==> config.mk <==
export PLATFORM = sky130hd
export DESIGN_NAME = nfc_host
export DESIGN_NICKNAME = d
export VERILOG_FILES = /design/src/core/nfc_pkg.sv /design/src/core/nfc_host.sv
export SDC_FILE = /design/constraint.sdc
export NUM_CORES = 1
export LEC_CHECK = 0
export ABC_AREA = 1
export BUFFER_PORTS_ARGS = -buffer_cell sky130_fd_sc_hd__buf_2
export CORE_MARGIN = 1
export CORE_UTILIZATION = 30
export DETAILED_ROUTE_END_ITERATION = 8
export HOLD_SLACK_MARGIN = 0.06
export PLACE_DENSITY = 0.62
export SETUP_SLACK_MARGIN = 0.5
export SLEW_MARGIN = 10
export SYNTH_ARGS = -nofsm -noshare
export SYNTH_HDL_FRONTEND = slang
export SYNTH_SLANG_ARGS = --single-unit
export TNS_END_PERCENT = 5
==> constraint.sdc <==
create_clock -name core_clk_i -period 1.8 [get_ports core_clk_i]
set_clock_uncertainty 0.05 [all_clocks]
set_input_delay 0 -clock core_clk_i [delete_from_list [all_inputs] [get_ports core_clk_i]]
set_output_delay 0 -clock core_clk_i [all_outputs]
set_load 0.01 [all_outputs]
==> src/core/nfc_pkg.sv <==
// Package of constants for the NOR flash host-side controller
package nfc_pkg;
    // Bus widths
    localparam int ADDR_W = 23;
    localparam int DATA_W = 16;
    // Clock and timing
    localparam int CLK_PERIOD_NS = 4;
    localparam int RST_PULSE_NS = 500;
    localparam int RST_PULSE_CYC = (RST_PULSE_NS + CLK_PERIOD_NS - 1) / CLK_PERIOD_NS;
    localparam int RST_STANDBY_US = 20;
    localparam int RST_STANDBY_CYC = (RST_STANDBY_US * 1000 + CLK_PERIOD_NS - 1) / CLK_PERIOD_NS;
    localparam int WAKE_NS = 200;
    localparam int WAKE_CYC = (WAKE_NS + CLK_PERIOD_NS - 1) / CLK_PERIOD_NS;
    localparam int STROBE_NS = 60;
    localparam int STROBE_CYC = (STROBE_NS + CLK_PERIOD_NS - 1) / CLK_PERIOD_NS;
    localparam int CNT_W = 16;
    // Command codes
    localparam logic [15:0] CMD_RESET = 16'h00F0;
    localparam logic [15:0] CMD_QUERY = 16'h0098;
    localparam logic [15:0] CMD_PROGRAM = 16'h00A0;
    localparam logic [ADDR_W-1:0] ADDR_QUERY = 23'h000055;
    // Query and OTP fields
    localparam logic [7:0] QUERY_UPPER = 8'h00;
    localparam int CUST_LOCK_BIT = 6;
    localparam int FACT_LOCK_BIT = 7;
    localparam logic [ADDR_W-1:0] OTP_LAST = 23'h0000FF;
    // User operation codes
    localparam logic [2:0] OP_WRITE = 3'h0;
    localparam logic [2:0] OP_READ = 3'h1;
    localparam logic [2:0] OP_RESET_CMD = 3'h2;
    localparam logic [2:0] OP_QUERY = 3'h3;
    localparam logic [2:0] OP_ACC_PROG = 3'h4;
    localparam logic [2:0] OP_HW_RESET = 3'h5;
    typedef enum logic [2:0] {
        NFC_POWERUP = 3'b000,
        NFC_IDLE = 3'b001,
        NFC_WR = 3'b010,
        NFC_WR_GAP = 3'b011,
        NFC_RD = 3'b100,
        NFC_RST_LOW = 3'b101,
        NFC_WAKE = 3'b110
    } nfc_state_t;
endpackage

==> src/core/nfc_host.sv <==
// Host controller that drives the NOR flash pins
`timescale 1ns/100ps
module nfc_host
#(
    parameter int RST_HOLD_CYC = nfc_pkg::RST_STANDBY_CYC
) (
    // Clock and reset
    input wire logic core_clk_i,
    input wire logic rst_b_i,
    // User request
    input wire logic req_i,
    input wire logic [2:0] op_i,
    input wire logic [nfc_pkg::ADDR_W-1:0] addr_i,
    input wire logic [nfc_pkg::DATA_W-1:0] wdata_i,
    input wire logic protect_i,
    input wire logic accel_i,
    input wire logic otp_mode_i,
    // User answer
    output logic busy_o,
    output logic done_o,
    output logic [nfc_pkg::DATA_W-1:0] rdata_o,
    output logic query_mode_o,
    output logic cust_locked_o,
    output logic fact_locked_o,
    // Flash pins
    output logic chip_select_lower_half_n_o,
    output logic chip_select_upper_half_n_o,
    output logic output_enable_n_o,
    output logic write_strobe_n_o,
    output logic reset_n_o,
    output logic boot_protect_accel_pin_o,
    output logic boot_protect_accel_hv_o,
    output logic [nfc_pkg::ADDR_W-1:0] addr_o,
    output logic [nfc_pkg::DATA_W-1:0] dq_o,
    output logic dq_oe_o,
    input wire logic [nfc_pkg::DATA_W-1:0] dq_i
);
    import nfc_pkg::*;
    nfc_state_t state_reg, state_next;
    logic [CNT_W-1:0] cnt_reg, cnt_next;
    logic [DATA_W-1:0] dq_s1_reg, dq_s2_reg;
    logic [2:0] op_reg, op_next;
    logic second_reg, second_next;
    logic [ADDR_W-1:0] addr_reg, addr_next, paddr_reg, paddr_next;
    logic [DATA_W-1:0] wd_reg, wd_next, pdata_reg, pdata_next, rdata_reg, rdata_next;
    logic cs_lo_reg, cs_lo_next, cs_hi_reg, cs_hi_next, oe_reg, oe_next, we_reg, we_next;
    logic rst_reg, rst_next, doe_reg, doe_next, busy_reg, busy_next, done_reg, done_next;
    logic query_reg, query_next, cust_reg, cust_next, fact_reg, fact_next;
    logic prot_reg, prot_next, hv_reg, hv_next;
    logic upper_sel;
    assign upper_sel = addr_reg[ADDR_W-1]; // Upper address bit picks the half
    always_comb begin
        state_next = state_reg;
        cnt_next = cnt_reg;
        op_next = op_reg;
        second_next = second_reg;
        addr_next = addr_reg;
        paddr_next = paddr_reg;
        wd_next = wd_reg;
        pdata_next = pdata_reg;
        rdata_next = rdata_reg;
        cs_lo_next = cs_lo_reg;
        cs_hi_next = cs_hi_reg;
        oe_next = oe_reg;
        we_next = we_reg;
        rst_next = rst_reg;
        doe_next = doe_reg;
        busy_next = 1'b1;
        done_next = 1'b0;
        query_next = query_reg;
        cust_next = cust_reg;
        fact_next = fact_reg;
        prot_next = protect_i;
        // Accelerate level refused while OTP region enabled
        hv_next = accel_i && !otp_mode_i;
        unique case (state_reg)
            NFC_POWERUP: begin
                // Reset held low from power-up, longest of both holds
                rst_next = 1'b0;
                doe_next = 1'b0;
                cnt_next = cnt_reg + 1'b1;
                if (cnt_reg >= CNT_W'(RST_HOLD_CYC) && cnt_reg >= CNT_W'(RST_PULSE_CYC)) begin
                    rst_next = 1'b1;
                    cnt_next = '0;
                    state_next = NFC_WAKE;
                end
            end
            NFC_RST_LOW: begin
                rst_next = 1'b0;
                doe_next = 1'b0;
                cnt_next = cnt_reg + 1'b1;
                if (cnt_reg >= CNT_W'(RST_HOLD_CYC) && cnt_reg >= CNT_W'(RST_PULSE_CYC)) begin
                    rst_next = 1'b1;
                    cnt_next = '0;
                    query_next = 1'b0;
                    state_next = NFC_WAKE;
                end
            end
            NFC_WAKE: begin
                cnt_next = cnt_reg + 1'b1;
                if (cnt_reg >= CNT_W'(WAKE_CYC)) begin
                    cnt_next = '0;
                    done_next = 1'b1;
                    state_next = NFC_IDLE;
                end
            end
            NFC_IDLE: begin
                busy_next = 1'b0;
                second_next = 1'b0;
                if (req_i) begin
                    busy_next = 1'b1;
                    op_next = op_i;
                    addr_next = addr_i;
                    wd_next = wdata_i;
                    paddr_next = addr_i;
                    pdata_next = wdata_i;
                    cnt_next = '0;
                    unique case (op_i)
                        OP_READ: state_next = NFC_RD;
                        OP_HW_RESET: begin
                            rst_next = 1'b0;
                            doe_next = 1'b0;
                            state_next = NFC_RST_LOW;
                        end
                        // Reset command address is a don't care
                        OP_RESET_CMD: begin
                            wd_next = CMD_RESET;
                            state_next = NFC_WR;
                        end
                        OP_QUERY: begin
                            addr_next = ADDR_QUERY;
                            wd_next = CMD_QUERY;
                            state_next = NFC_WR;
                        end
                        OP_ACC_PROG: begin
                            wd_next = CMD_PROGRAM;
                            state_next = NFC_WR;
                        end
                        default: state_next = NFC_WR;
                    endcase
                end
            end
            NFC_WR: begin
                // Chip select low, strobe low, output enable high
                cnt_next = cnt_reg + 1'b1;
                oe_next = 1'b1;
                cs_lo_next = upper_sel;
                cs_hi_next = !upper_sel;
                we_next = 1'b0;
                doe_next = 1'b1;
                if (cnt_reg >= CNT_W'(STROBE_CYC)) begin
                    we_next = 1'b1;
                    cnt_next = '0;
                    state_next = NFC_WR_GAP;
                end
            end
            NFC_WR_GAP: begin
                // Strobe released first so data holds past its rising edge
                cs_lo_next = 1'b1;
                cs_hi_next = 1'b1;
                doe_next = 1'b0;
                cnt_next = cnt_reg + 1'b1;
                if (cnt_reg >= CNT_W'(STROBE_CYC)) begin
                    cnt_next = '0;
                    if (op_reg == OP_ACC_PROG && !second_reg) begin
                        second_next = 1'b1;
                        addr_next = paddr_reg;
                        wd_next = pdata_reg;
                        state_next = NFC_WR;
                    end else begin
                        if (op_reg == OP_QUERY) begin
                            query_next = 1'b1;
                        end
                        if (op_reg == OP_RESET_CMD) begin
                            query_next = 1'b0;
                        end
                        done_next = 1'b1;
                        state_next = NFC_IDLE;
                    end
                end
            end
            NFC_RD: begin
                cnt_next = cnt_reg + 1'b1;
                cs_lo_next = upper_sel;
                cs_hi_next = !upper_sel;
                we_next = 1'b1;
                oe_next = 1'b0;
                doe_next = 1'b0;
                // Extra cycles cover the two-stage sampling of the data pins
                if (cnt_reg >= CNT_W'(STROBE_CYC + 2)) begin
                    rdata_next = query_reg ? {QUERY_UPPER, dq_s2_reg[7:0]} : dq_s2_reg;
                    if (otp_mode_i && addr_reg <= OTP_LAST) begin
                        cust_next = dq_s2_reg[CUST_LOCK_BIT];
                        fact_next = dq_s2_reg[FACT_LOCK_BIT];
                    end
                    oe_next = 1'b1;
                    cs_lo_next = 1'b1;
                    cs_hi_next = 1'b1;
                    cnt_next = '0;
                    done_next = 1'b1;
                    state_next = NFC_IDLE;
                end
            end
            default: state_next = NFC_POWERUP;
        endcase
    end
    always_ff @(posedge core_clk_i or negedge rst_b_i) begin
        if (!rst_b_i) begin
            state_reg <= NFC_POWERUP;
            cnt_reg <= '0;
            op_reg <= OP_WRITE;
            second_reg <= 1'b0;
            addr_reg <= '0;
            paddr_reg <= '0;
            wd_reg <= '0;
            pdata_reg <= '0;
            rdata_reg <= '0;
            cs_lo_reg <= 1'b1;
            cs_hi_reg <= 1'b1;
            oe_reg <= 1'b1;
            we_reg <= 1'b1;
            rst_reg <= 1'b0;
            doe_reg <= 1'b0;
            busy_reg <= 1'b1;
            done_reg <= 1'b0;
            query_reg <= 1'b0;
            cust_reg <= 1'b0;
            fact_reg <= 1'b0;
            prot_reg <= 1'b0;
            hv_reg <= 1'b0;
            dq_s1_reg <= '0;
            dq_s2_reg <= '0;
        end else begin
            state_reg <= state_next;
            cnt_reg <= cnt_next;
            op_reg <= op_next;
            second_reg <= second_next;
            addr_reg <= addr_next;
            paddr_reg <= paddr_next;
            wd_reg <= wd_next;
            pdata_reg <= pdata_next;
            rdata_reg <= rdata_next;
            cs_lo_reg <= cs_lo_next;
            cs_hi_reg <= cs_hi_next;
            oe_reg <= oe_next;
            we_reg <= we_next;
            rst_reg <= rst_next;
            doe_reg <= doe_next;
            busy_reg <= busy_next;
            done_reg <= done_next;
            query_reg <= query_next;
            cust_reg <= cust_next;
            fact_reg <= fact_next;
            prot_reg <= prot_next;
            hv_reg <= hv_next;
            dq_s1_reg <= dq_i;
            dq_s2_reg <= dq_s1_reg;
        end
    end
    assign busy_o = busy_reg;
    assign done_o = done_reg;
    assign rdata_o = rdata_reg;
    assign query_mode_o = query_reg;
    assign cust_locked_o = cust_reg;
    assign fact_locked_o = fact_reg;
    assign chip_select_lower_half_n_o = cs_lo_reg;
    assign chip_select_upper_half_n_o = cs_hi_reg;
    assign output_enable_n_o = oe_reg;
    assign write_strobe_n_o = we_reg;
    assign reset_n_o = rst_reg;
    assign boot_protect_accel_pin_o = prot_reg;
    assign boot_protect_accel_hv_o = hv_reg;
    assign addr_o = addr_reg;
    assign dq_o = wd_reg;
    assign dq_oe_o = doe_reg;
endmodule // nfc_host

== Word level (Yosys, flattened, before mapping) ==
Index checks and enable logic that the tools add are counted.

* $add $sub $neg: 1
* Multipliers: 0
* Div/mod/pow operators: 0
* $lt $le $gt $ge: 6
* Equality and inequality tests: 25
* Shift operators: 0
* Multiplexer cells: 54
* Bitwise gates (word level): 0
* Reduce and logical (&&, ||, !) cells: 28

{| class="wikitable"
|+ Operators by type and width
! kind !! count
|-
| 2-to-1 mux 16 bit || 9
|-
| 2-to-1 mux 23 bit || 4
|-
| case mux 16 bit (5 select lines) || 1
|-
| case mux 16 bit (3 select lines) || 1
|-
| case mux 23 bit (2 select lines) || 1
|-
| case mux 16 bit (2 select lines) || 1
|-
| <= comparator 23 x 8 -> 1 bit, second input constant || 1
|-
| 2-to-1 mux 1 bit || 19
|-
| == test 3 x 2 -> 1 bit, second input constant || 6
|-
| == test 3 bit, second input constant || 6
|-
| 2-to-1 mux 3 bit || 6
|-
| inequality test 2 bit, second input constant || 9
|-
| case mux 3 bit (6 select lines) || 1
|-
| adder 16 x 1 -> 16 bit, second input constant || 1
|-
| greater-or-equal comparator 16 x 13 -> 1 bit, second input constant || 1
|-
| greater-or-equal comparator 16 x 4 -> 1 bit, second input constant || 1
|-
| greater-or-equal comparator 16 x 5 -> 1 bit, second input constant || 1
|-
| greater-or-equal comparator 16 x 6 -> 1 bit, second input constant || 1
|-
| greater-or-equal comparator 16 x 7 -> 1 bit, second input constant || 1
|-
| case mux 1 bit (3 select lines) || 4
|-
| AND reduction 3 bit || 4
|-
| case mux 1 bit (2 select lines) || 5
|-
| nonzero test 2 bit || 4
|-
| == test 3 x 1 -> 1 bit, second input constant || 2
|-
| 15 further kinds || 24
|}

* Register bits: 162
* Bits in latches: 0
* RAM bits: 0
* Bits in read-only memories: 0
* Output and inout port bits: 68
* Memories: 0

== Longest topological paths before layout ==
Gate-level depths: netlist of the first run.

* Depth in word-level cells: 6
* Mapped depth: 14
* Gate-level depth less buffers: 12

== Worst setup path after synthesis of the first run ==
Ideal clock, no wire load.

* Path kind: flip-flop to flip-flop
* Start: reg cnt_reg[0]
* End: reg addr_reg[0] (netlist: addr_o[0])
* Setup time: 0.131 ns
* Data arrival time: 1.567 ns
* Data required time: 1.619 ns
* Slack: 0.052 ns
* Cell stages (with the launch flop): 13
* Path through: dfrtp_1 > ha_1 > nand2_1 > nor2_2 > nor2_1 > nand2_1 > inv_1 > nand2_1 > nand2_1 > nor2_4 > inv_2 > clkbuf_1 > o21ai_0

* Longest elaborated chain between the ends: 3

{| class="wikitable"
|+ Ends and longest elaborated chain
! what !! line !! source
|-
| start, declared || nfc_host.sv:40 || <nowiki>logic [CNT_W-1:0] cnt_reg, cnt_next;</nowiki>
|-
| start signal, assigned || nfc_host.sv:235 || <nowiki>cnt_reg <= cnt_next;</nowiki>
|-
| greater-or-equal comparator 16 x 4 -> 1 bit || nfc_host.sv:163 || <nowiki>if (cnt_reg >= CNT_W'(STROBE_CYC)) begin</nowiki>
|-
| inequality test 2 bit (no line) || n/a ||
|-
| AND reduction 4 bit (no line) || n/a ||
|-
| end signal, assigned || nfc_host.sv:238 || <nowiki>addr_reg <= addr_next;</nowiki>
|-
| end, declared || nfc_host.sv:44 || <nowiki>logic [ADDR_W-1:0] addr_reg, addr_next, paddr_reg, paddr_next;</nowiki>
|}

No other way between the ends.
A chain may end at the register's enable or synchronous reset.

== Worst setup path in the final report of the first run ==
* Start: reg cnt_reg[0]
* End: reg done_reg (netlist: done_o)

* Longest elaborated chain between the ends: 3
* Elaborated cells between the ends (all ways): 7

{| class="wikitable"
|+ Ends and longest elaborated chain
! what !! line !! source
|-
| greater-or-equal comparator 16 x 5 -> 1 bit, or another cell as far along || nfc_host.sv:190 || <nowiki>if (cnt_reg >= CNT_W'(STROBE_CYC + 2)) begin</nowiki>
|-
| 2-to-1 mux 1 bit, on equally long branches || nfc_host.sv:190, nfc_host.sv:101, nfc_host.sv:163 ||
|-
| case mux 1 bit (3 select lines) * || nfc_host.sv:76 || <nowiki>unique case (state_reg)</nowiki>
|-
| net done_next || nfc_host.sv:47 || <nowiki>logic rst_reg, rst_next, doe_reg, doe_next, busy_reg, busy_next, done_reg, done_next;</nowiki>
|-
| end signal, assigned || nfc_host.sv:250 || <nowiki>done_reg <= done_next;</nowiki>
|-
| end, declared || nfc_host.sv:47 ||
|}

The timed path passes the listed nets; every way through them passes the cells marked *.

==> results of run 1 <==
layout by cell type, fill, tap and decap left out, drive strengths merged, types with 15 or more instances in the layout:
master       count
dfrtp          157
nand2          271
clkbuf          24
o21ai           97
nor2            54
a21oi           15
dlygate4sd3     63
inv             83
buf            193
nand3           30
metrics by stage:
stage,total power (uW),cells
6_report,14600,1337
3_5_place_dp,10200,1231
4_1_cts,14500,1335
3_3_place_gp,10200,1231
2_1_floorplan,8200,791
5_1_grt,15600,1337
path summary, 6_finish.rpt:
path                                         start                             to  slack, ps  cells past startpoint
max in group asynchronous                  rst_b_i  output_enable_n_o$_DFFE_PN1P_        960                      3
hold / removal                             rst_b_i        cnt_reg[12]$_DFFE_PN0P_         50                      2
hold reg to reg            dq_s1_reg[11]$_DFF_PN0_        dq_s2_reg[11]$_DFF_PN0_        290                      0
min in group core_clk_i                    op_i[0]            dq_o[6]$_DFFE_PN0P_        100                      6
setup reg to reg            cnt_reg[0]$_DFFE_PN0P_               done_o$_DFF_PN0_        -40                     11
setup / recovery            cnt_reg[0]$_DFFE_PN0P_               done_o$_DFF_PN0_        -40                     11
synthesized netlist by cell type (all sizes together), types with 2 or more instances:
cell type / n / area [sq um]
a21oi: 15 / 78.8
a41oi: 2 / 17.5
buf: 18 / 114
clkbuf: 11 / 41.3
dfrtp: 157 / 3930
dfstp: 5 / 131
ha: 3 / 37.5
inv: 83 / 312
mux2: 8 / 90.1
nand2: 271 / 1020
nand3: 30 / 150
nand4: 7 / 43.8
nor2: 54 / 225
nor3: 3 / 15.0
nor4: 3 / 18.8
o21ai: 97 / 485
o22ai: 6 / 37.5
o31ai: 9 / 67.6
xor2: 6 / 52.6
kinds of logic (layout without fill, tap and decap cells):
logic type	Yosys count	in the layout	share of synthesized area (%)
AO/OA/AOI/OAI	131	131	10.2
XOR/XNOR	7	7	0.889
adder cells (fa/ha/maj)	3	3	0.545
buffers and inverters	112	373	6.77
flip-flops	162	162	58.9
multiplexers	8	8	1.31
AND/OR/NAND/NOR	368	368	21.4
area by class of cell:
cell class              instances  share of cell area [%]
inverters                      83                    3.22
repair buffers                258                    20.2
clock buffers                  22                    4.72
flip-flops and latches        162                    41.3
multi-input cells             517                    25.5
well taps                     285                    3.62
clock inverters                10                    1.39
per-layer routing:
layer	global-route usage (%)	up-vias	part of all wire [%]
li1	-	3028	-
met1	21.0	2854	45
met4	4.29	0	0.68
met3	4.57	11	4.8
met5	0	-	0
met2	27.7	122	50
power breakdown:
part,total [uW],switching (uW),internal (uW)
logic,5390,3060,2330
registers,5510,710,4800
clock network,3680,1430,2250
repair_timing:
item | CTS | global route
cloned | 2 | 2
pin swaps | 8 | 17
hold endpoints to repair | 263 | 0
setup buffers | 7 | 0
hold buffers | 63 | 0
endpoints found under the setup margin | 129 | 128
gates resized for setup | 35 | 38
==> results by group, run 1 <==
Status
  – Outcome: finished with violations
  – Failing checks: setup timing

Floorplan
  – Die Span X: 154 um
  – Die H: 154 um
  – Initial Util: 30.5%
  – Row count: 55
  – Core ar.: 22,600 sq um
  – Die ar.: 23,600 sq um
  – Ports: 132

Synth
  – Post-synthesis async set-or-reset flop share: 100%
  – Avg Cell Area, Syn: 8.72 sq um
  – EDFF count, synth: 0
  – Mapped Nets: 858
  – Prevailing post-synth register cell: dfrtp_1
  – Synth Instances: 791
  – Seq/Total Area, Yosys: 58.9%
  – YS warnings: 0
  – Mapped Area: 6890 sq um
  – Yosys cell types: 30
  – FF+latch count, synth: 162

Cells and area
  – Multi-input gate area: 2510 sq um
  – Final Net Count: 1,106
  – Final core utilization: 43.6%
  – Layout cells sized above 1: 27.5%
  – Reg area: 4070 sq um
  – Synth-to-Final Area Change: 42.7%
  – Final instance area: 9840 sq um
  – Ant. Diodes: 0
  – FILL cells: 2,171

Clocking
  – CTS tree: yes
  – Clk slew on worst S/H paths: 60 ps
  – Root buffer cell: clkbuf_16
  – Worst-skew pair later-pin latency: 420 ps
  – CTS HTree Levels: 4
  – Cts bufs inserted: 17
  – Bufs on Longest Clock Path: 2
  – Clock sink count: 162

Worst setup path
  – Setup crit start kind: flop
  – Most used cell, CP: buf_4
  – Family with the most delay on the worst path: buffers and inverters
  – Worst EP arrival: 2100 ps
  – CP Buf/Inv Count: 5
  – Critical Path End Type: flop
  – Critical Path Fanout Max: 4
  – Worst-path cell chain: ha_2 > nand2_2 > nor2_4 > nor2_4 > nand2_2 > inv_2 > buf_4 > buf_4 > buf_4 > buf_4 > o21ai_0
  – Slowest cell on crit path: dfrtp_1
  – Setup Crit Path Kind: reg -> reg
  – CP Data Required Time: 2060 ps
  – Slowest cell delay on critical path: 390 ps

Hold path
  – Hold Crit Class: in -> async

STA
  – Worst-Margin Slew: 529 ps
  – Worst setup margin: -43.5 ps
  – Hold slack: 46.9 ps
  – Max Freq: 542 MHz
  – Slew margin rel.: 64.7%
  – Final hold vios: 0
  – Setup TNS Final: -43.5 ps
  – Unrepaired setup endpoints after global routing: yes
  – Final min period: 1840 ps
  – Slew Limit Fails: 0
  – Fin crit share: 102%
  – Setup-failing EPs final: 1

Job
  – Max cap viols: 0

Drt
  – Final ANT Viol Nets: 0
  – TritonRoute pass-1 iters: 5
  – DRT iter0 DRCs: 368
  – DR vias: 6,015
  – Routed WL per cell: 14.2 um
  – Via density: 4.50
  – Drt drc: 0
  – Post-Route WL: 18.9 mm

Power
  – Power density cells: 1480 nW/um^2
  – Pleak: 0.00505 uW
  – Max IR drop VDD: 0.935 mV

Global route
  – First-pass GRT wire length: 30.5 mm
  – Pin count of the biggest net entering global routing: 52
  – GRT Overall Usage: 16.5%
  – Total gr overflow: 0
  – Number of global-route vias before repair: 5,932
  – Initial antenna violation count: 0

Place
  – GP Congestion: 0.950
  – Number of port buffers: 131
  – Post-place setup slack: -59.2 ps
  – Post-placement cell area: 8270 sq um
  – DP HPWL: 12.6 mm
No activity file was read; power rests on OpenSTA's default activity.
==> inputs of run 2 (changes only) <==
--- a/config.mk
+++ b/config.mk
@@ -5,7 +5,6 @@
 export SDC_FILE = /design/constraint.sdc
 export NUM_CORES = 1
 export LEC_CHECK = 0
-export ABC_AREA = 1
 export BUFFER_PORTS_ARGS = -buffer_cell sky130_fd_sc_hd__buf_2
 export CORE_MARGIN = 1
 export CORE_UTILIZATION = 30
==> results by group, run 2 <==
Global route
  – Met1 GRT Util: 19.6% (-1.4 points)
  – Pin count of the biggest net entering global routing: 61 (+17%)
  – GRT Overall Usage: 15.5% (-1.1 points)
  – First-pass GRT wire length: 27.0 mm (-12%)
  – GRT Max-Usage Layer: met2
  – Met3 Use GR: 4.82% (+0.25 points)
  – Total gr overflow: 0 (unchanged)
  – GR Layer Usage met2: 25.4% (-2.4 points)
  – Number of global-route vias before repair: 5,257 (-11%)
  – Initial antenna violation count: 0 (unchanged)

Drt
  – Post-Route WL: 16.8 mm (-11%)
  – Via density: 4.64 (+3.1%)
  – DR vias: 5,195 (-14%)
  – DRT iter0 DRCs: 196 (-47%)
  – Drt drc: 0 (unchanged)
  – TritonRoute pass-1 iters: 4 (-1)
  – Routed WL per cell: 15.0 um (+5.7%)
  – Final ANT Viol Nets: 0 (unchanged)

Worst setup path
  – CP Data Required Time: 2080 ps (+20 ps)
  – Worst EP arrival: 2520 ps (+420 ps)
  – Setup crit start kind: flop
  – CP Buf/Inv Count: 0 (-5)
  – Family with the most delay on the worst path: simple AND/OR/NAND/NOR gates
  – Slowest cell on crit path: or4b_4
  – Critical Path End Type: flop
  – Critical Path Fanout Max: 5 (+1)
  – Slowest cell delay on critical path: 490 ps (+100 ps)
  – Setup Crit Path Kind: reg -> reg
  – Worst-path cell chain: ha_2 > or4b_4 > a21oi_4 > o2111ai_4 > a31o_4 > or3_1 > o21ai_0

Power
  – Max IR drop VDD: 0.618 mV (-34%)
  – Power density cells: 789 nW/um^2 (-47%)
  – Pleak: 0.00460 uW (-8.9%)

STA
  – Max Freq: 447 MHz (-18%)
  – Slew Limit Fails: 0 (unchanged)
  – Fin crit share: 124% (+22 points)
  – Slew margin rel.: 56.9% (-7.8 points)
  – Setup TNS Final: -22,190 ps (-22,140 ps)
  – Final min period: 2240 ps (+393 ps)
  – Worst-Margin Slew: 645 ps (+115 ps)
  – Setup-failing EPs final: 91 (+90)
  – Unrepaired setup endpoints after global routing: yes
  – Final hold vios: 4 (+4)
  – Worst setup margin: -436 ps (-393 ps)
  – Hold slack: -8.23 ps (-55.2 ps)

Synth
  – FF+latch count, synth: 162 (unchanged)
  – Synth Instances: 569 (-28%)
  – Area share of the largest cell type after synthesis: 59.2% (+2.2 points)
  – Top cells by count, synth: 157 x dfrtp_1, 71 x nand2_1, 55 x o21ai_0
  – EDFF count, synth: 0 (unchanged)
  – Yosys top cell by area: dfrtp_1
  – YS warnings: 0 (unchanged)
  – Yosys cell types: 59 (+97%)
  – Prevailing post-synth register cell: dfrtp_1
  – Post-synthesis async set-or-reset flop share: 100% (unchanged)
  – Top cells by area in the synthesized netlist: dfrtp_1 59%, mux2_2 8.7%, o21ai_0 4.1%
  – Seq/Total Area, Yosys: 61.2% (+2.3 points)
  – Avg Cell Area, Syn: 11.7 sq um (+34%)
  – Mapped Nets: 636 (-26%)
  – Mapped Area: 6630 sq um (-3.8%)
  – Most frequent cell after synthesis: dfrtp_1

Clocking
  – Clk slew on worst S/H paths: 60 ps (about the same)
  – Bufs on Longest Clock Path: 2 (unchanged)
  – Clock sink count: 162 (unchanged)
  – CTS tree: yes
  – Cts bufs inserted: 17 (unchanged)
  – CTS HTree Levels: 4 (unchanged)
  – Root buffer cell: clkbuf_16
  – Worst-skew pair later-pin latency: 420 ps (about the same)

Place
  – DP HPWL: 11.0 mm (-13%)
  – Cell Count Post-Placement: 1,017 (-17%)
  – Number of port buffers: 131 (unchanged)
  – GP Congestion: 0.786 (-17%)

Floorplan
  – Initial Util: 30.5% (-0.051 points)
  – Die ar.: 22,700 sq um (-3.7%)
  – Core ar.: 21,800 sq um (-3.6%)
  – Die Span X: 151 um (-1.9%)
  – Ports: 132 (unchanged)
  – Die H: 151 um (-1.9%)
  – Row count: 54 (-1.8%)

Cells and area
  – Final core utilization: 43.8% (+0.26 points)
  – Ant. Diodes: 0 (unchanged)
  – Synth-to-Final Area Change: 43.8%
  – Final Net Count: 894 (-19%)
  – Final cell count without fillers: 1,120 (-16%)
  – Most common cell after layout, fill and taps aside: dfrtp_1
  – Commonest cells after routing, fill and taps aside: 155 x dfrtp_1, 130 x buf_2, 70 x nand2_1
  – Layout cells sized above 1: 39.8% (+12 points)

Status
  – Failing checks: hold timing, setup timing
  – Outcome: finished with violations

Job
  – Max cap viols: 0 (unchanged)

Hold path
  – Hold Crit Class: in -> async
==> run 2: cell types whose count changed after synthesis, sizes merged, moves of 6 or more <==
cell,change
mux2,+43
nor2,-19
a22oi,+30
xnor2,+6
nand2,-200
a211oi,+8
o21ai,-40
nand3,-24
nor2b,+7
o31ai,-7
inv,-73
==> run 2: path summary, 6_finish.rpt <==
path                            cells past startpoint  slack [ps]                       end                    from
max in group asynchronous                           3         410   cnt_reg[10]$_DFFE_PN0P_                 rst_b_i
worst max register to register                      7        -440    cnt_reg[0]$_DFFE_PN0P_  cnt_reg[0]$_DFFE_PN0P_
worst min-delay path                                2          -8  state_reg[1]$_DFFE_PN0P_                 rst_b_i
min in group core_clk_i                             6         100       dq_o[5]$_DFFE_PN0P_                 op_i[2]
worst max-delay path                                7        -440    cnt_reg[0]$_DFFE_PN0P_  cnt_reg[0]$_DFFE_PN0P_
worst min register to register                      0         300    dq_s2_reg[4]$_DFF_PN0_  dq_s1_reg[4]$_DFF_PN0_
==> run 2: area by class of cell <==
| class | instances | area (sq um) |
|---|---|---|
| Multi-Input combinational cell | 363 | 2550 |
| Inverter | 11 | 41.3 |
| Tap cell | 280 | 350 |
| Timing Repair Buffer | 272 | 1960 |
| Clock inverter | 12 | 128 |
| Sequential cell | 162 | 4060 |
| Fill cell | 2084 | 12200 |
| Clock buffer | 20 | 447 |
==> run 2: kinds of logic (layout without fill, tap and decap cells) <==
| family | Yosys count | count (layout) | synth area share [%] |
|---|---|---|---|
| AOI/OAI and AO/OA | 137 | 137 | 13.1 |
| xor gates and xnor gates | 10 | 10 | 1.32 |
| adders and majority gates | 3 | 3 | 0.566 |
| buffers and inverters | 45 | 315 | 3.07 |
| DFF | 162 | 162 | 61.2 |
| muxes | 53 | 53 | 8.96 |
| and+or+nand+nor | 159 | 160 | 11.8 |
==> run 2: layer usage <==
| layer | vias to the layer above | wire, um |
|---|---|---|
| li1 | 2527 | - |
| met4 | 0 | 278 |
| met3 | 25 | 803 |
| met5 | - | 0 |
| met2 | 108 | 8270 |
| met1 | 2535 | 7420 |
==> run 2: per-stage QoR <==
stage / instance area [sq um] / worst slack (ps) / total power [uW] / hold WS, ps
final: 9540 / -436 / 7530 / -8.23
after global routing: 9540 / -495 / 7850 / 15.1
after CTS: 9450 / -439 / 7630 / 35.0
after detailed placement: 8100 / -422 / 3970 / -62.4
after global placement: 8100 / -363 / 3960 / -60.9
after floorplan: 6660 / -331 / 3780 / -346
==> run 2: what timing repair did <==
| item | 4_1_cts | 5_1_grt |
|---|---|---|
| cloned | 0 | 1 |
| endpoints found under the setup margin | 128 | 135 |
| pin swaps | 18 | 7 |
| gates resized for setup | 47 | 15 |
| endpoints found under the hold margin | 263 | 8 |
| buffers inserted | 4 | 0 |
| hold buffers | 65 | 1 |
==> run 2: power breakdown <==
group	switching [uW]	internal, uW
logic	152	169
registers	9.74	3680
clock network	1540	1970
total	1710	5820
==> run 2: worst reg2reg max path, stage by stage (launching register included) <==
cell       delay (ps)
dfrtp_1           430
ha_2              200
or4b_4            490
a21oi_4           190
o2111ai_4         140
a31o_4            270
or3_1             300
o21ai_0            80
==> inputs of run 3 (changes only) <==
--- a/config.mk
+++ b/config.mk
@@ -6,12 +6,14 @@
 export NUM_CORES = 1
 export LEC_CHECK = 0
 export BUFFER_PORTS_ARGS = -buffer_cell sky130_fd_sc_hd__buf_2
+export CORE_ASPECT_RATIO = 1.25
 export CORE_MARGIN = 1
 export CORE_UTILIZATION = 30
 export DETAILED_ROUTE_END_ITERATION = 8
 export HOLD_SLACK_MARGIN = 0.06
 export PLACE_DENSITY = 0.62
 export SETUP_SLACK_MARGIN = 0.5
+export SKIP_CTS_REPAIR_TIMING = 1
 export SLEW_MARGIN = 10
 export SYNTH_ARGS = -nofsm -noshare
 export SYNTH_HDL_FRONTEND = slang
==> results by group, run 3 (synthesized netlist as in run 2, its figures left out) <==
Power
  – Net Switching: 1810 uW (+6.0%)
  – Switching Share: 23.7% (+1.1 points)
  – Max IR drop VDD: 0.643 mV (+4.0%)
  – Pleak: 0.00463 uW (+0.66%)
  – Power density cells: 793 nW/um^2 (+0.55%)
  – Clock share of power: 47.5% (+0.8 points)
  – Combinational power share: 4.1% (-0.2 points)
  – Internal power: 5820 uW (about the same)
  – Reg power frac: 48.4% (-0.6 points)

Worst setup path
  – Slowest cell on crit path: or4_4
  – Worst-path cell chain: or4_4 > nor4_4 > buf_4 > o2111ai_2 > a31o_1 > or3_1 > o21ai_1
  – Critical Path End Type: flop
  – Setup crit start kind: flop
  – Slowest cell delay on critical path: 550 ps (+60 ps)
  – CP Data Required Time: 2090 ps (about the same)
  – Worst EP arrival: 2620 ps (+100 ps)
  – Setup Crit Path Kind: reg -> reg
  – Critical Path Fanout Max: 5 (unchanged)

Drt
  – Routed WL per cell: 15.1 um (+0.75%)
  – Via density: 4.66 (+0.36%)
  – DR vias: 5,209 (+0.27%)
  – Final ANT Viol Nets: 0 (unchanged)
  – DRT iter0 DRCs: 206 (+5.1%)
  – TritonRoute pass-1 iters: 4 (unchanged)
  – Post-Route WL: 16.9 mm (+0.66%)
  – Drt drc: 0 (unchanged)

Clocking
  – Clock sink count: 162 (unchanged)
  – Root buffer cell: clkbuf_16
  – CTS tree: yes
  – Cts bufs inserted: 17 (unchanged)
  – Worst-skew pair later-pin latency: 430 ps (about the same)
  – Bufs on Longest Clock Path: 2 (unchanged)
  – Clk slew on worst S/H paths: 70 ps (about the same)
  – CTS HTree Levels: 4 (unchanged)

Cells and area
  – Reg area: 4060 sq um (unchanged)
  – Layout cells sized above 1: 39.6% (-0.12 points)
  – Final cell count without fillers: 1,119 (-0.089%)
  – Ant. Diodes: 0 (unchanged)
  – Multi-input gate area: 2540 sq um (-0.15%)
  – Commonest cells after routing, fill and taps aside: 155 x dfrtp_1, 130 x buf_2, 70 x nand2_1
  – Final Net Count: 894 (unchanged)
  – Synth-to-Final Area Change: 44.9%
  – FILL cells: 2,048 (-1.7%)
  – Final instance area: 9610 sq um (+0.75%)
  – Most common cell after layout, fill and taps aside: dfrtp_1

Global route
  – First-pass GRT wire length: 25.8 mm (-4.4%)
  – Number of global-route vias before repair: 5,004 (-4.8%)
  – GRT Overall Usage: 14.6% (-0.88 points)
  – GRT Max-Usage Layer: met2
  – Met1 GRT Util: 18.0% (-1.6 points)
  – GR Layer Usage met2: 24.9% (-0.47 points)
  – Initial antenna violation count: 0 (unchanged)
  – Pin count of the biggest net entering global routing: 51 (-16%)
  – Total gr overflow: 0 (unchanged)
  – Met3 Use GR: 3.70% (-1.1 points)

Floorplan
  – Initial Util: 30.7% (+0.19 points)
  – Row count: 60 (+11%)
  – Ports: 132 (unchanged)
  – Die H: 168 um (+12%)
  – Die Span X: 135 um (-10%)
  – Die ar.: 22,700 sq um (about the same)
  – Core ar.: 21,600 sq um (-0.62%)

STA
  – Slew margin rel.: 66.2% (+9.3 points)
  – Slew Limit Fails: 0 (unchanged)
  – Setup-failing EPs final: 83 (-8.8%)
  – Unrepaired setup endpoints after global routing: yes
  – Worst-Margin Slew: 507 ps (-138 ps)
  – Final min period: 2320 ps (+86.7 ps)
  – Final hold vios: 0 (-4)
  – Fin crit share: 129% (+4.8 points)
  – Worst setup margin: -523 ps (-86.7 ps)
  – Max Freq: 430 MHz (-3.7%)

Place
  – Cell Count Post-Placement: 1,017 (unchanged)
  – DP HPWL: 11.4 mm (+3.7%)
  – Post-placement cell area: 8130 sq um (+0.34%)
  – Number of port buffers: 131 (unchanged)
  – GP Congestion: 0.778 (-1.0%)

Status
  – Failing checks: setup timing
  – Outcome: finished with violations

Job
  – Max cap viols: 0 (unchanged)

Hold path
  – Hold Crit Class: in -> async
-- run 3: cell count changes in the layout (fill, tap and decap cells not counted), sizes merged --
cell,delta
clkinvlp,-3
buf,+2
inv,+5
dlygate4sd3,-2
clkinv,+1
dlymetal6s4s,-1
nand3b,-1
clkbuf,-1
-- run 3: worst max-delay path, delay by kind of cell, from the launching register on --
family          cells  cell delay, ps
simple gates        3            1110
compound gates      3             510
buf+inv             1             180
flops               1             380
-- run 3: area by class of cell --
cell class	instances	area share, %
tap	279	3.63
multi-input combinational	362	26.5
clock inverter	15	1.73
sequential	162	42.3
clock buffer	17	4.43
inverter	11	0.430
timing repair buffer	273	21.1
-- run 3: path summary, 6_finish.rpt --
| check | from | endpoint | slack, ps | depth (start not counted) |
|---|---|---|---|---|
| worst max-delay path | cnt_reg[12]$_DFFE_PN0P_ | cnt_reg[0]$_DFFE_PN0P_ | -520 | 7 |
| worst min-delay path | rst_b_i | query_mode_o$_DFFE_PN0P_ | 40 | 2 |
| worst max register to register | cnt_reg[12]$_DFFE_PN0P_ | cnt_reg[0]$_DFFE_PN0P_ | -520 | 7 |
| worst min register to register | dq_s1_reg[15]$_DFF_PN0_ | dq_s2_reg[15]$_DFF_PN0_ | 270 | 0 |
| max in group asynchronous | rst_b_i | dq_s1_reg[4]$_DFF_PN0_ | 1010 | 3 |
| min in group core_clk_i | op_i[2] | dq_o[5]$_DFFE_PN0P_ | 40 | 5 |
-- run 3: power groups by stage --
stage                     clock network (uW)  logic (uW)  registers (uW)
after floorplan                            0        25.3            3760
after global placement                     0         206            3760
after detailed placement                   0         209            3760
after CTS                               3720         210            3690
after global routing                    3860         351            3690
final                                   3620         313            3690
-- run 3: metrics by stage --
step / TNS, ps / total power (uW) / utilization [%] / hold slack (ps) / worst slack [ps]
after floorplan: -22580 / 3780 / - / -346 / -331
after global placement: -27960 / 3960 / 37.6 / -57.4 / -404
after detailed placement: -30220 / 3970 / 37.6 / -58.5 / -465
after CTS: -31610 / 7610 / 40.3 / -510 / -456
after global routing: -41870 / 7900 / 44.5 / 76.4 / -607
final: -35520 / 7620 / 44.5 / 35.5 / -523
-- run 3: layer usage --
layer / part of all wire [%] / wire length, um / up-vias
li1: - / - / 2538
met1: 44 / 7500 / 2557
met2: 51 / 8630 / 104
met3: 3.6 / 604 / 10
met4: 0.85 / 143 / 0
met5: 0 / 0 / -
